File: src/common/mux_pkg.sv
// Constants shared by the serial multiplexer channel service logic
package mux_pkg;
  // ---------------------------------------------------------------
  // Register byte addresses (APB, one aligned word each)
  // ---------------------------------------------------------------
  localparam logic [7:0] ADDR_ICW = 8'h00;
  localparam logic [7:0] ADDR_OCW = 8'h04;
  localparam logic [7:0] ADDR_IBP = 8'h08;
  localparam logic [7:0] ADDR_LIB = 8'h0c;
  localparam logic [7:0] ADDR_OBP = 8'h10;
  localparam logic [7:0] ADDR_LOB = 8'h14;
  localparam logic [7:0] ADDR_STAT = 8'h18;
  localparam logic [7:0] ADDR_STATC = 8'h1c;
  localparam logic [7:0] ADDR_CMD = 8'h20;
  localparam logic [7:0] ADDR_TERM = 8'h24;
  // Buffer memory window: 0x40..0x7C, 16 words
  localparam logic [1:0] MEM_PAGE = 2'b01;

  // ---------------------------------------------------------------
  // Control word fields (word bit 0 of the 16-bit word is the MSB)
  // ---------------------------------------------------------------
  localparam int W_DONE = 15;
  localparam int ICW_AUTO = 14;
  localparam int ICW_ECHO = 13;
  localparam int ICW_MODE = 12;
  localparam int ICW_ERR_HI = 11;
  localparam int ICW_ERR_LO = 10;
  localparam int ICW_ECHO_FAIL = 9;
  localparam int OCW_X = 11;
  localparam int OCW_SPECIAL = 12;
  localparam int OCW_CHANGED = 8;
  localparam logic [1:0] ERR_PARITY = 2'b01;
  localparam logic [1:0] ERR_LATE = 2'b10;
  localparam logic [1:0] ERR_BREAK = 2'b11;
  localparam logic [1:0] OUT_AUTO = 2'b01;
  localparam logic [1:0] OUT_PORTCTL = 2'b10;
  localparam logic [1:0] OUT_SINGLE = 2'b11;
  localparam logic [7:0] MSB_FORCE = 8'h80;

  // ---------------------------------------------------------------
  // Commands, terminal strobes and port control defaults
  // ---------------------------------------------------------------
  localparam int CMD_START = 0;
  localparam int CMD_CLEAR = 1;
  localparam int CMD_PULSE_P = 2;
  localparam int CMD_WRITE_B = 3;
  localparam int TW_S_OUT = 8;
  localparam int TW_C_OUT = 9;
  localparam int TW_S_IN = 10;
  localparam int TW_C_IN = 11;
  localparam logic [6:0] PORT_ID = 7'h00;
  // 8 data bits, parity inhibited, 2 stop bits; baud in bits 3:0
  localparam logic [11:0] CFG_8N2 = 12'h01e0;

  // ---------------------------------------------------------------
  // Timing
  // ---------------------------------------------------------------
  localparam int CLK_MHZ = 10;
  localparam int RTC_PERIOD_US = 10000;
  localparam int RTC_CYCLES = RTC_PERIOD_US * CLK_MHZ;
endpackage

File: src/rtl/mux_channel.sv
// Port service logic of a data-channel serial multiplexer
//
// Design decisions made here: the register offsets and register access over APB.
`timescale 1ns/10ps

// What this block does
// (RL1) Single input stores char, optional forced MSB
// (RL2) Single output sends char, done on pickup
// (RL3) Byte address: word shifted, bit0 picks byte
// (RL4) Auto input fills buffer until pointer hits last
// (RL5) Input modes select echo and special detection
// (RL6) Input errors coded in bits 4,5, echo fail 6
// (RL7) Special input char stored in low byte
// (RL8) Input past full buffer still stored, interrupts
// (RL9) Auto output runs until pointer hits last
// (RL10) Output mode words; wrong status digit interrupts
// (RL11) Status change during output flags bit 7
// (RL12) Special output char stored, pointer stays on it
// (RL13) Software waits output-done before new control
// (RL14) Clearing status read keeps done if pending
// (RL15) Status word layout: clock, scan, in, out, port
// (RL16) Handler reads status until low bits clear
// (RL17) Reset gives terminal mode, 8N2, switch baud
// (RL18) Terminal input done, busy and reader control
// (RL19) Terminal output busy, done and interrupt
// (RL20) Start leaves terminal mode, clears its flags
// (RL21) Clear pulse returns terminal mode, keeps params
// (RL22) P pulse runs the clock alone in terminal mode
// (RL23) Start sets busy until reset, clear or B write
// (RL24) Pointer increments before each byte transfer
module mux_channel
  import mux_pkg::*;
#(
  parameter int RTC_TICKS = RTC_CYCLES
) (
  input wire logic pclk,
  input wire logic presetn,
  input wire logic psel,
  input wire logic penable,
  input wire logic pwrite,
  input wire logic [7:0] paddr,
  input wire logic [31:0] pwdata,
  output logic [31:0] prdata,
  output logic pready,
  output logic pslverr,
  input wire logic rx_valid,
  input wire logic [7:0] rx_data,
  input wire logic rx_parity_err,
  input wire logic rx_break,
  output logic tx_valid,
  output logic [7:0] tx_data,
  input wire logic tx_ready,
  input wire logic dev_status,
  input wire logic [3:0] baud_sel,
  output logic [11:0] port_cfg,
  output logic reader_ctrl,
  output logic term_mode,
  output logic intr_req
);

  // ---------------------------------------------------------------
  // State
  // ---------------------------------------------------------------
  typedef struct packed {
    logic [15:0] input_control_word, output_control_word, input_byte_pointer, last_input_byte, output_byte_pointer, last_output_byte;
    logic [15:0][15:0] mem;
    logic [11:0] cfg;
    logic cfg_done, mux_mode, mux_busy, mux_done, rtc_en;
    logic rtc_pend, scan_pend, in_pend, out_pend;
    logic [16:0] rtc_cnt;
    logic tti_busy, tti_done, tto_busy, tto_done;
    logic [7:0] tti_char, tto_char;
    logic tx_valid;
    logic [7:0] tx_data;
    logic tx_term, rxs_valid;
    logic [7:0] rxs_data;
    logic rxs_perr, rxs_brk, rxs_late, dev_prev;
  } state_t;
  state_t s_q;
  state_t s_d;
  logic wr, rd, drain, ev_in, ev_out, in_ev, out_ev, mismatch;
  logic [15:0] nxt_i, nxt_o;
  logic [7:0] byte_o;
  logic [3:0] stat_hot;
  logic [15:0] stat_w;

  // Control characters count as special in both directions
  function automatic logic is_special(input logic [7:0] c);
    is_special = (c[6:5] == 2'b00);
  endfunction

  // ---------------------------------------------------------------
  // Status word: highest pending source is reported first
  // ---------------------------------------------------------------
  assign wr = psel & penable & pwrite;
  assign rd = psel & penable & ~pwrite;
  assign stat_hot = s_q.rtc_pend ? 4'b1000 :
                    s_q.scan_pend ? 4'b0100 :
                    s_q.in_pend ? 4'b0010 :
                    s_q.out_pend ? 4'b0001 : 4'b0000;
  assign stat_w = {stat_hot, PORT_ID, 5'b00000}; // RL15

  // Buffer write port is shared, so an APB write stalls the rx stage
  assign drain = s_q.rxs_valid & ~wr;
  assign mismatch = s_q.output_control_word[OCW_X] != dev_status;

  // ---------------------------------------------------------------
  // Next-state logic
  // ---------------------------------------------------------------
  always_comb begin
    s_d = s_q;
    ev_in = 1'b0;
    ev_out = 1'b0;
    in_ev = 1'b0;
    out_ev = 1'b0;
    nxt_i = s_q.input_byte_pointer + 16'h0001; // RL24
    nxt_o = s_q.output_byte_pointer + 16'h0001; // RL24
    byte_o = nxt_o[0] ? s_q.mem[nxt_o[4:1]][7:0] : s_q.mem[nxt_o[4:1]][15:8]; // RL3
    // Baud switch captured once after reset release
    if (!s_q.cfg_done) begin
      s_d.cfg = CFG_8N2 | {8'h00, baud_sel}; // RL17
      s_d.cfg_done = 1'b1;
    end
    // Register writes and commands
    if (wr) begin
      if (paddr[7:6] == MEM_PAGE) begin
        s_d.mem[paddr[5:2]] = pwdata[15:0];
      end else begin
        case (paddr)
          ADDR_ICW: s_d.input_control_word = pwdata[15:0];
          ADDR_OCW: s_d.output_control_word = pwdata[15:0];
          ADDR_IBP: s_d.input_byte_pointer = pwdata[15:0];
          ADDR_LIB: s_d.last_input_byte = pwdata[15:0];
          ADDR_OBP: s_d.output_byte_pointer = pwdata[15:0];
          ADDR_LOB: s_d.last_output_byte = pwdata[15:0];
          ADDR_CMD: begin
            if (pwdata[CMD_START]) begin
              s_d.mux_mode = 1'b1; // RL20
              s_d.mux_busy = 1'b1; // RL23
              s_d.rtc_en = 1'b0;
              s_d.tti_busy = 1'b0; // RL20
              s_d.tti_done = 1'b0;
              s_d.tto_busy = 1'b0;
              s_d.tto_done = 1'b0;
            end
            if (pwdata[CMD_CLEAR]) begin
              // Port parameters are kept on purpose
              s_d.mux_mode = 1'b0; // RL21
              s_d.mux_busy = 1'b0; // RL23
              s_d.mux_done = 1'b0;
              s_d.rtc_en = 1'b0;
              s_d.rtc_pend = 1'b0;
              s_d.scan_pend = 1'b0;
              s_d.in_pend = 1'b0;
              s_d.out_pend = 1'b0;
            end
            if (pwdata[CMD_PULSE_P] && !s_q.mux_mode) begin
              s_d.rtc_en = 1'b1; // RL22
              s_d.mux_busy = 1'b1; // RL22
            end
            if (pwdata[CMD_WRITE_B]) begin
              s_d.mux_busy = 1'b0; // RL23
            end
          end
          ADDR_TERM: begin
            s_d.tto_char = pwdata[7:0];
            if (pwdata[TW_S_OUT] && !s_q.mux_mode) begin
              // A strobe while a char is still held is dropped
              if (!s_d.tx_valid) begin
                s_d.tx_valid = 1'b1;
                s_d.tx_data = pwdata[7:0];
                s_d.tx_term = 1'b1;
              end
              s_d.tto_busy = 1'b1; // RL19
              s_d.tto_done = 1'b0; // RL19
            end
            if (pwdata[TW_C_OUT]) begin
              s_d.tto_busy = 1'b0; // RL19
              s_d.tto_done = 1'b0;
            end
            if (pwdata[TW_S_IN]) begin
              s_d.tti_busy = 1'b1; // RL18
              s_d.tti_done = 1'b0; // RL18
            end
            if (pwdata[TW_C_IN]) begin
              s_d.tti_busy = 1'b0; // RL18
              s_d.tti_done = 1'b0;
            end
          end
          default: ;
        endcase
      end
    end
    // Port drains the holding register; completion beats a C strobe
    if (s_q.tx_valid && tx_ready) begin
      s_d.tx_valid = 1'b0;
      s_d.tx_term = 1'b0;
      if (s_q.tx_term && !s_d.mux_mode && s_q.tto_busy) begin
        s_d.tto_busy = 1'b0; // RL19
        s_d.tto_done = 1'b1; // RL19
      end
    end
    // Status reads; the clearing read pops one source
    if (rd && paddr == ADDR_STATC) begin
      s_d.rtc_pend = s_d.rtc_pend & ~stat_hot[3];
      s_d.scan_pend = s_d.scan_pend & ~stat_hot[2];
      s_d.in_pend = s_d.in_pend & ~stat_hot[1];
      s_d.out_pend = s_d.out_pend & ~stat_hot[0];
      s_d.mux_done = s_d.rtc_pend | s_d.scan_pend | s_d.in_pend | s_d.out_pend; // RL14
    end
    if (rd && paddr == ADDR_STAT) begin
      s_d.rtc_pend = 1'b0;
    end
    // Receive stage; a char arriving while stalled is late
    if (rx_valid && (!s_q.rxs_valid || drain)) begin
      s_d.rxs_valid = 1'b1;
      s_d.rxs_data = rx_data;
      s_d.rxs_perr = rx_parity_err;
      s_d.rxs_brk = rx_break;
      s_d.rxs_late = 1'b0;
    end else if (rx_valid) begin
      s_d.rxs_late = 1'b1;
    end else if (drain) begin
      s_d.rxs_valid = 1'b0;
    end
    // Input service
    if (drain) begin
      if (!s_q.mux_mode) begin
        s_d.tti_char = s_q.rxs_data;
        s_d.tti_done = 1'b1; // RL18
        s_d.tti_busy = 1'b0; // RL18
      end else if (s_q.mux_busy && !s_q.rtc_en && !s_q.input_control_word[W_DONE]) begin
        if (s_q.input_control_word[ICW_AUTO]) begin
          // Only the addressed byte changes; its partner survives
          if (nxt_i[0]) begin
            s_d.mem[nxt_i[4:1]][7:0] = s_q.rxs_data; // RL4
          end else begin
            s_d.mem[nxt_i[4:1]][15:8] = s_q.rxs_data; // RL4
          end
          s_d.input_byte_pointer = nxt_i; // RL24
          in_ev = (s_q.input_byte_pointer == s_q.last_input_byte) | (nxt_i == s_q.last_input_byte); // RL4 RL8
          if (s_q.rxs_brk) begin
            s_d.input_control_word[ICW_ERR_HI:ICW_ERR_LO] = ERR_BREAK; // RL6
            in_ev = 1'b1;
          end else if (s_q.rxs_late) begin
            s_d.input_control_word[ICW_ERR_HI:ICW_ERR_LO] = ERR_LATE; // RL6
            in_ev = 1'b1;
          end else if (s_q.rxs_perr) begin
            s_d.input_control_word[ICW_ERR_HI:ICW_ERR_LO] = ERR_PARITY; // RL6
            in_ev = 1'b1;
          end
          if (s_q.input_control_word[ICW_ECHO]) begin
            if (!s_d.tx_valid) begin
              s_d.tx_valid = 1'b1; // RL5
              s_d.tx_data = s_q.rxs_data;
              s_d.tx_term = 1'b0;
            end else begin
              s_d.input_control_word[ICW_ECHO_FAIL] = 1'b1; // RL6
              in_ev = 1'b1;
            end
          end
          if (s_q.input_control_word[ICW_MODE] && is_special(s_q.rxs_data)) begin
            s_d.input_control_word[7:0] = s_q.rxs_data; // RL7
            in_ev = 1'b1;
          end
        end else begin
          s_d.input_control_word[7:0] = s_q.rxs_data | (s_q.input_control_word[ICW_MODE] ? MSB_FORCE : 8'h00); // RL1
          in_ev = 1'b1;
        end
        if (in_ev) begin
          s_d.input_control_word[W_DONE] = 1'b1; // RL1 RL4 RL6
          ev_in = 1'b1;
        end
      end
    end
    // Output service, idle while software writes this cycle
    if (s_q.mux_mode && s_q.mux_busy && !s_q.rtc_en && !s_q.output_control_word[W_DONE] && !wr) begin
      case (s_q.output_control_word[14:13])
        OUT_PORTCTL: begin
          // Port control takes effect as soon as it is seen
          s_d.cfg = s_q.output_control_word[11:0];
          out_ev = 1'b1;
        end
        OUT_SINGLE: begin
          if (mismatch) begin
            out_ev = 1'b1; // RL10
          end else if (!s_d.tx_valid) begin
            s_d.tx_valid = 1'b1; // RL2
            s_d.tx_data = s_q.output_control_word[7:0];
            s_d.tx_term = 1'b0;
            out_ev = 1'b1; // RL2
          end
        end
        OUT_AUTO: begin
          if (dev_status != s_q.dev_prev) begin
            s_d.output_control_word[OCW_CHANGED] = 1'b1; // RL11
            out_ev = 1'b1;
          end else if (mismatch) begin
            out_ev = 1'b1; // RL10
          end else if (s_q.output_byte_pointer == s_q.last_output_byte) begin
            out_ev = 1'b1; // RL9
          end else if (!s_d.tx_valid) begin
            s_d.output_byte_pointer = nxt_o; // RL24
            if (s_q.output_control_word[OCW_SPECIAL] && is_special(byte_o)) begin
              s_d.output_control_word[7:0] = byte_o; // RL12
              out_ev = 1'b1;
            end else begin
              s_d.tx_valid = 1'b1; // RL9
              s_d.tx_data = byte_o;
              s_d.tx_term = 1'b0;
              out_ev = (nxt_o == s_q.last_output_byte); // RL9
            end
          end
        end
        default: ;
      endcase
      if (out_ev) begin
        s_d.output_control_word[W_DONE] = 1'b1; // RL2 RL9 RL11
        ev_out = 1'b1;
      end
    end
    s_d.dev_prev = dev_status;
    // Real-time clock runs once started or enabled by P
    if (s_q.mux_busy && (s_q.mux_mode || s_q.rtc_en)) begin
      if (s_q.rtc_cnt == 17'(RTC_TICKS - 1)) begin
        s_d.rtc_cnt = 17'h0_0000;
        s_d.rtc_pend = 1'b1; // RL22
        s_d.mux_done = 1'b1; // RL23
      end else begin
        s_d.rtc_cnt = s_q.rtc_cnt + 17'h0_0001;
      end
    end else begin
      s_d.rtc_cnt = 17'h0_0000;
    end
    // Events last so a set beats a same-cycle clear
    if (ev_in) begin
      s_d.scan_pend = s_d.scan_pend | s_d.in_pend;
      s_d.in_pend = 1'b1;
      s_d.mux_done = 1'b1; // RL23
    end
    if (ev_out) begin
      s_d.scan_pend = s_d.scan_pend | s_d.out_pend;
      s_d.out_pend = 1'b1;
      s_d.mux_done = 1'b1; // RL23
    end
  end

  // ---------------------------------------------------------------
  // State register
  // ---------------------------------------------------------------
  always_ff @(posedge pclk or negedge presetn) begin
    if (!presetn) begin
      s_q <= '0; // RL17
    end else begin
      s_q <= s_d;
    end
  end

  // ---------------------------------------------------------------
  // APB read path, zero wait states
  // ---------------------------------------------------------------
  always_comb begin
    prdata = 32'h0000_0000;
    pslverr = 1'b0;
    if (paddr[7:6] == MEM_PAGE) begin
      prdata = {16'h0000, s_q.mem[paddr[5:2]]};
    end else begin
      case (paddr)
        ADDR_ICW: prdata = {16'h0000, s_q.input_control_word};
        ADDR_OCW: prdata = {16'h0000, s_q.output_control_word};
        ADDR_IBP: prdata = {16'h0000, s_q.input_byte_pointer};
        ADDR_LIB: prdata = {16'h0000, s_q.last_input_byte};
        ADDR_OBP: prdata = {16'h0000, s_q.output_byte_pointer};
        ADDR_LOB: prdata = {16'h0000, s_q.last_output_byte};
        ADDR_STAT: prdata = {16'h0000, stat_w};
        ADDR_STATC: prdata = {16'h0000, stat_w};
        ADDR_CMD: prdata = {28'h000_0000, s_q.rtc_en, s_q.mux_done, s_q.mux_busy, ~s_q.mux_mode};
        ADDR_TERM: prdata = {20'h0_0000, s_q.tto_done, s_q.tto_busy, s_q.tti_done, s_q.tti_busy,
                             s_q.tti_char};
        default: pslverr = psel & penable;
      endcase
    end
  end
  assign pready = 1'b1;

  // ---------------------------------------------------------------
  // Outputs
  // ---------------------------------------------------------------
  assign tx_valid = s_q.tx_valid;
  assign tx_data = s_q.tx_data;
  assign port_cfg = s_q.cfg;
  assign reader_ctrl = s_q.tti_busy; // RL18
  assign term_mode = ~s_q.mux_mode;
  // Terminal flags request service only in terminal mode
  assign intr_req = s_q.mux_done | (~s_q.mux_mode & (s_q.tti_done | s_q.tto_done));

endmodule

File: config.mk
export PLATFORM = sky130hd
export DESIGN_NAME = mux_channel
export DESIGN_NICKNAME = d
export VERILOG_FILES = /design/src/common/mux_pkg.sv /design/src/rtl/mux_channel.sv
export SDC_FILE = /design/constraint.sdc
export NUM_CORES = 1
export LEC_CHECK = 0
export BUFFER_PORTS_ARGS = -buffer_cell sky130_fd_sc_hd__buf_4
export CAP_MARGIN = 10
export CORE_ASPECT_RATIO = 0.6
export CORE_MARGIN = 4
export CORE_UTILIZATION = 50
export DETAILED_ROUTE_END_ITERATION = 10
export GPL_TIMING_DRIVEN = 0
export PLACE_DENSITY = 0.78
export SYNTH_ARGS = -nofsm -noshare
export SYNTH_HDL_FRONTEND = slang
export SYNTH_SLANG_ARGS = --single-unit
File: constraint.sdc
create_clock -name pclk -period 7 [get_ports pclk]
set_clock_uncertainty 0.05 [all_clocks]
set_input_delay 1.4 -clock pclk [delete_from_list [all_inputs] [get_ports pclk]]
set_output_delay 1.4 -clock pclk [all_outputs]
set_load 0.005 [all_outputs]
==> results.cfg <==
[run_status]
status = complete, no violations

[clock_network]
clockBufferDepth = 3
clk_latency_ns = 0.61
cts_resized = 0
cts_made_buffers = 44
clock-sinks = 425
cts.htree.levels = 2
cts_setup_buffers = 0
cts_hold_buf = 0
cts_root_buffer = clkbuf_16
path_clk_slew_ns = 0.07
cts_tree = yes

[global_routing]
grt_pass1_wl_um = 180000
antenna_found_initial = 3
grt_max_degree = 120
grt.overflow.total = 0
grt_pass1_vias = 23476
grt_usage_pct = 45.2

[placement]
dp_hpwl_um = 99100
dp_slack_ns = 0.787
gp_congestion = 1.13
postPlaceCellArea_um2 = 28100
port_buffers = 83

[timing]
hold_violations = 0
postLayoutSetupSlackWorst_ns = 0.414
drv_slew = 0
holdWs_ns = 0.463
period_needed_ns = 6.59
tns_ns = 0
setup_viol_count_final = 0
fin_crit_sh_pct = 94.1
worstMarginPinSlew_ns = 1.46
timing.fmax_mhz = 152
rsz0062_at_grt = no
slew_headroom_pct = 2.80

[yosys]
synth_cells = 2734
synth_cell_types = 82
syn_area_per_cell_um2 = 9.65
synth_async_sr_flop_share_pct = 100
synth.cell_area_um2 = 26400
ys_dominant_reg_cell = dfrtp_1
seq_area_frac_synth_pct = 40.3
synth_top_area_share_pct = 40.3
synth_top_cell_by_area = dfrtp_1
synth_edf_count = 0
synth-seq-cells = 425
synth.top_cells.by_area = dfrtp_1, mux2i_1, mux4_2
synthTopCellsByCount = dfrtp_1, nand2_1, mux2i_1, nor2_1, a21oi_1
yosysMostFrequentCell = dfrtp_1
synth_warnings = 0

[floorplan]
die_area_um2 = 56600
coreArea_um2 = 51600
fp.dieW_um = 305
row_count = 64
start_util_pct = 51.2
pin_count = 120
dieHeight_um = 186

[min_path]
hold_depth = 1
hold_path.class = reg -> reg

[route]
finalWirelength_um = 131000
vias = 25581
first_iter_violations = 4456
antenna_left = 0
wl_per_cell_um = 36.2
drc = 0
viasPerCell = 7.05
drtPass1Iterations = 7

[worst_setup_path]
crit_path_start_kind = primary input
reg2reg_slack_ns = 2.11
crit_path_cell_trace = buf_2 > clkbuf_1 > buf_1 > nand4_1 > or4_1 > o21ai_0 > a21oi_1 > nand3_1 > buf_4
worst_setup_path_end_kind = primary output
critical_path_class = in -> out
timing.critical_path.slowest_stage_cell = buf_1
required_ns = 5.55
reg2regPathDepth = 9
max_stage_delay_ns = 0.92
arrival_ns = 5.14
path_max_fanout = 10

[final_layout]
drive_gt1_share_pct = 15.9
nets = 2960
syn2layout_area_growth_pct = 13.3
finalInstanceArea_um2 = 29900

[power_and_ir_drop]
p_leak_nw = 13.5
power_density_nw_per_um2 = 209
ir_worst_vdd_uv = 202

[job]
cap_violations = 0
-- cell type report --
class	instances	area [µm²]
Antenna cell	4	10.0
Buffer	273	1290
Clock buffer	54	1200
Clock inverter	28	427
Fill cell	4420	21700
Inverter	23	86.3
Multi-Input combinational cell	2029	14400
Sequential cell	425	10600
Tap cell	693	867
Timing Repair Buffer	99	927
-- placed cells by master (no fill, tap or decap), drive strengths merged, types with 11 or more instances in the layout --
cell type and count:
nand2 376, and3 15, a221oi 21, a31oi 29, nor2 261, nor3 28
a22oi 21, buf 214, a32oi 15, a311oi 11, xnor2 36, o21ai 203
nor4 11, clkbuf 212, nand3 83, mux2 70, clkinv 12, mux2i 322
o211ai 15, mux4 108, nand2b 11, dfrtp 425, nand4 23, xor2 45
conb 18, inv 26, a21oi 197
-- worst max-delay path, delay by kind of cell --
family                 cells  cell delay [ns]
buffers and inverters      4             2.06
and+or+nand+nor            3             1.45
AOI/OAI and AO/OA          2             0.20
-- per-layer routing --
| metal | part of all wire, % | vias up | GRT usage [%] |
|---|---|---|---|
| li1 | - | 10128 | - |
| met1 | 40 | 12782 | 63.8 |
| met2 | 36 | 2376 | 54.6 |
| met3 | 20 | 287 | 29.6 |
| met4 | 3.4 | 8 | 14.1 |
| met5 | 0.15 | - | 1.99 |
-- path summary, 6_finish.rpt --
path / endpoint / start
worst min-delay path: s_q[36] / s_q[36]
worst max-delay path: prdata[13] / paddr[3]
worst max register to register: tx_data[3] / s_q[353]
max in group asynchronous: s_q[382] / presetn
worst min register to register: s_q[36] / s_q[36]
min in group asynchronous: s_q[232] / presetn
-- flip-flops by register name (all words and copies together) (netlist names) --
register / cells
tx_valid: 1
tx_data: 8
s_q: 403
reader_ctrl: 1
port_cfg: 12
-- kinds of logic (layout without fill, tap and decap cells) --
group / after synthesis / count (layout) / share of synthesized area [%]
xor gates and xnor gates: 81 / 81 / 2.76
adders and majority gates: 4 / 4 / 0.180
buffers and inverters: 296 / 477 / 5.21
AOI/OAI and AO/OA: 568 / 568 / 12.8
other: 2 / 22 / 0.0285
and+or+nand+nor: 858 / 858 / 14.2
DFF: 425 / 425 / 40.3
muxes: 500 / 500 / 24.6
-- metrics by stage --
stage,std cells,util (%),total power [W]
after floorplan,2750,-,0.00304
after global placement,3526,54.2,0.00346
after detailed placement,3533,54.5,0.00349
after CTS,3615,57.6,0.00614
after global routing,3626,57.9,0.00634
final,3628,58.0,0.00625
-- power by group --
group	switching [W]	total, W	internal (W)
logic	0.000585	0.000845	0.000260
registers	0.000129	0.00268	0.00255
clock network	0.00118	0.00272	0.00154
total	0.00189	0.00625	0.00436
Note: power is estimated with default switching activity, not from simulation.
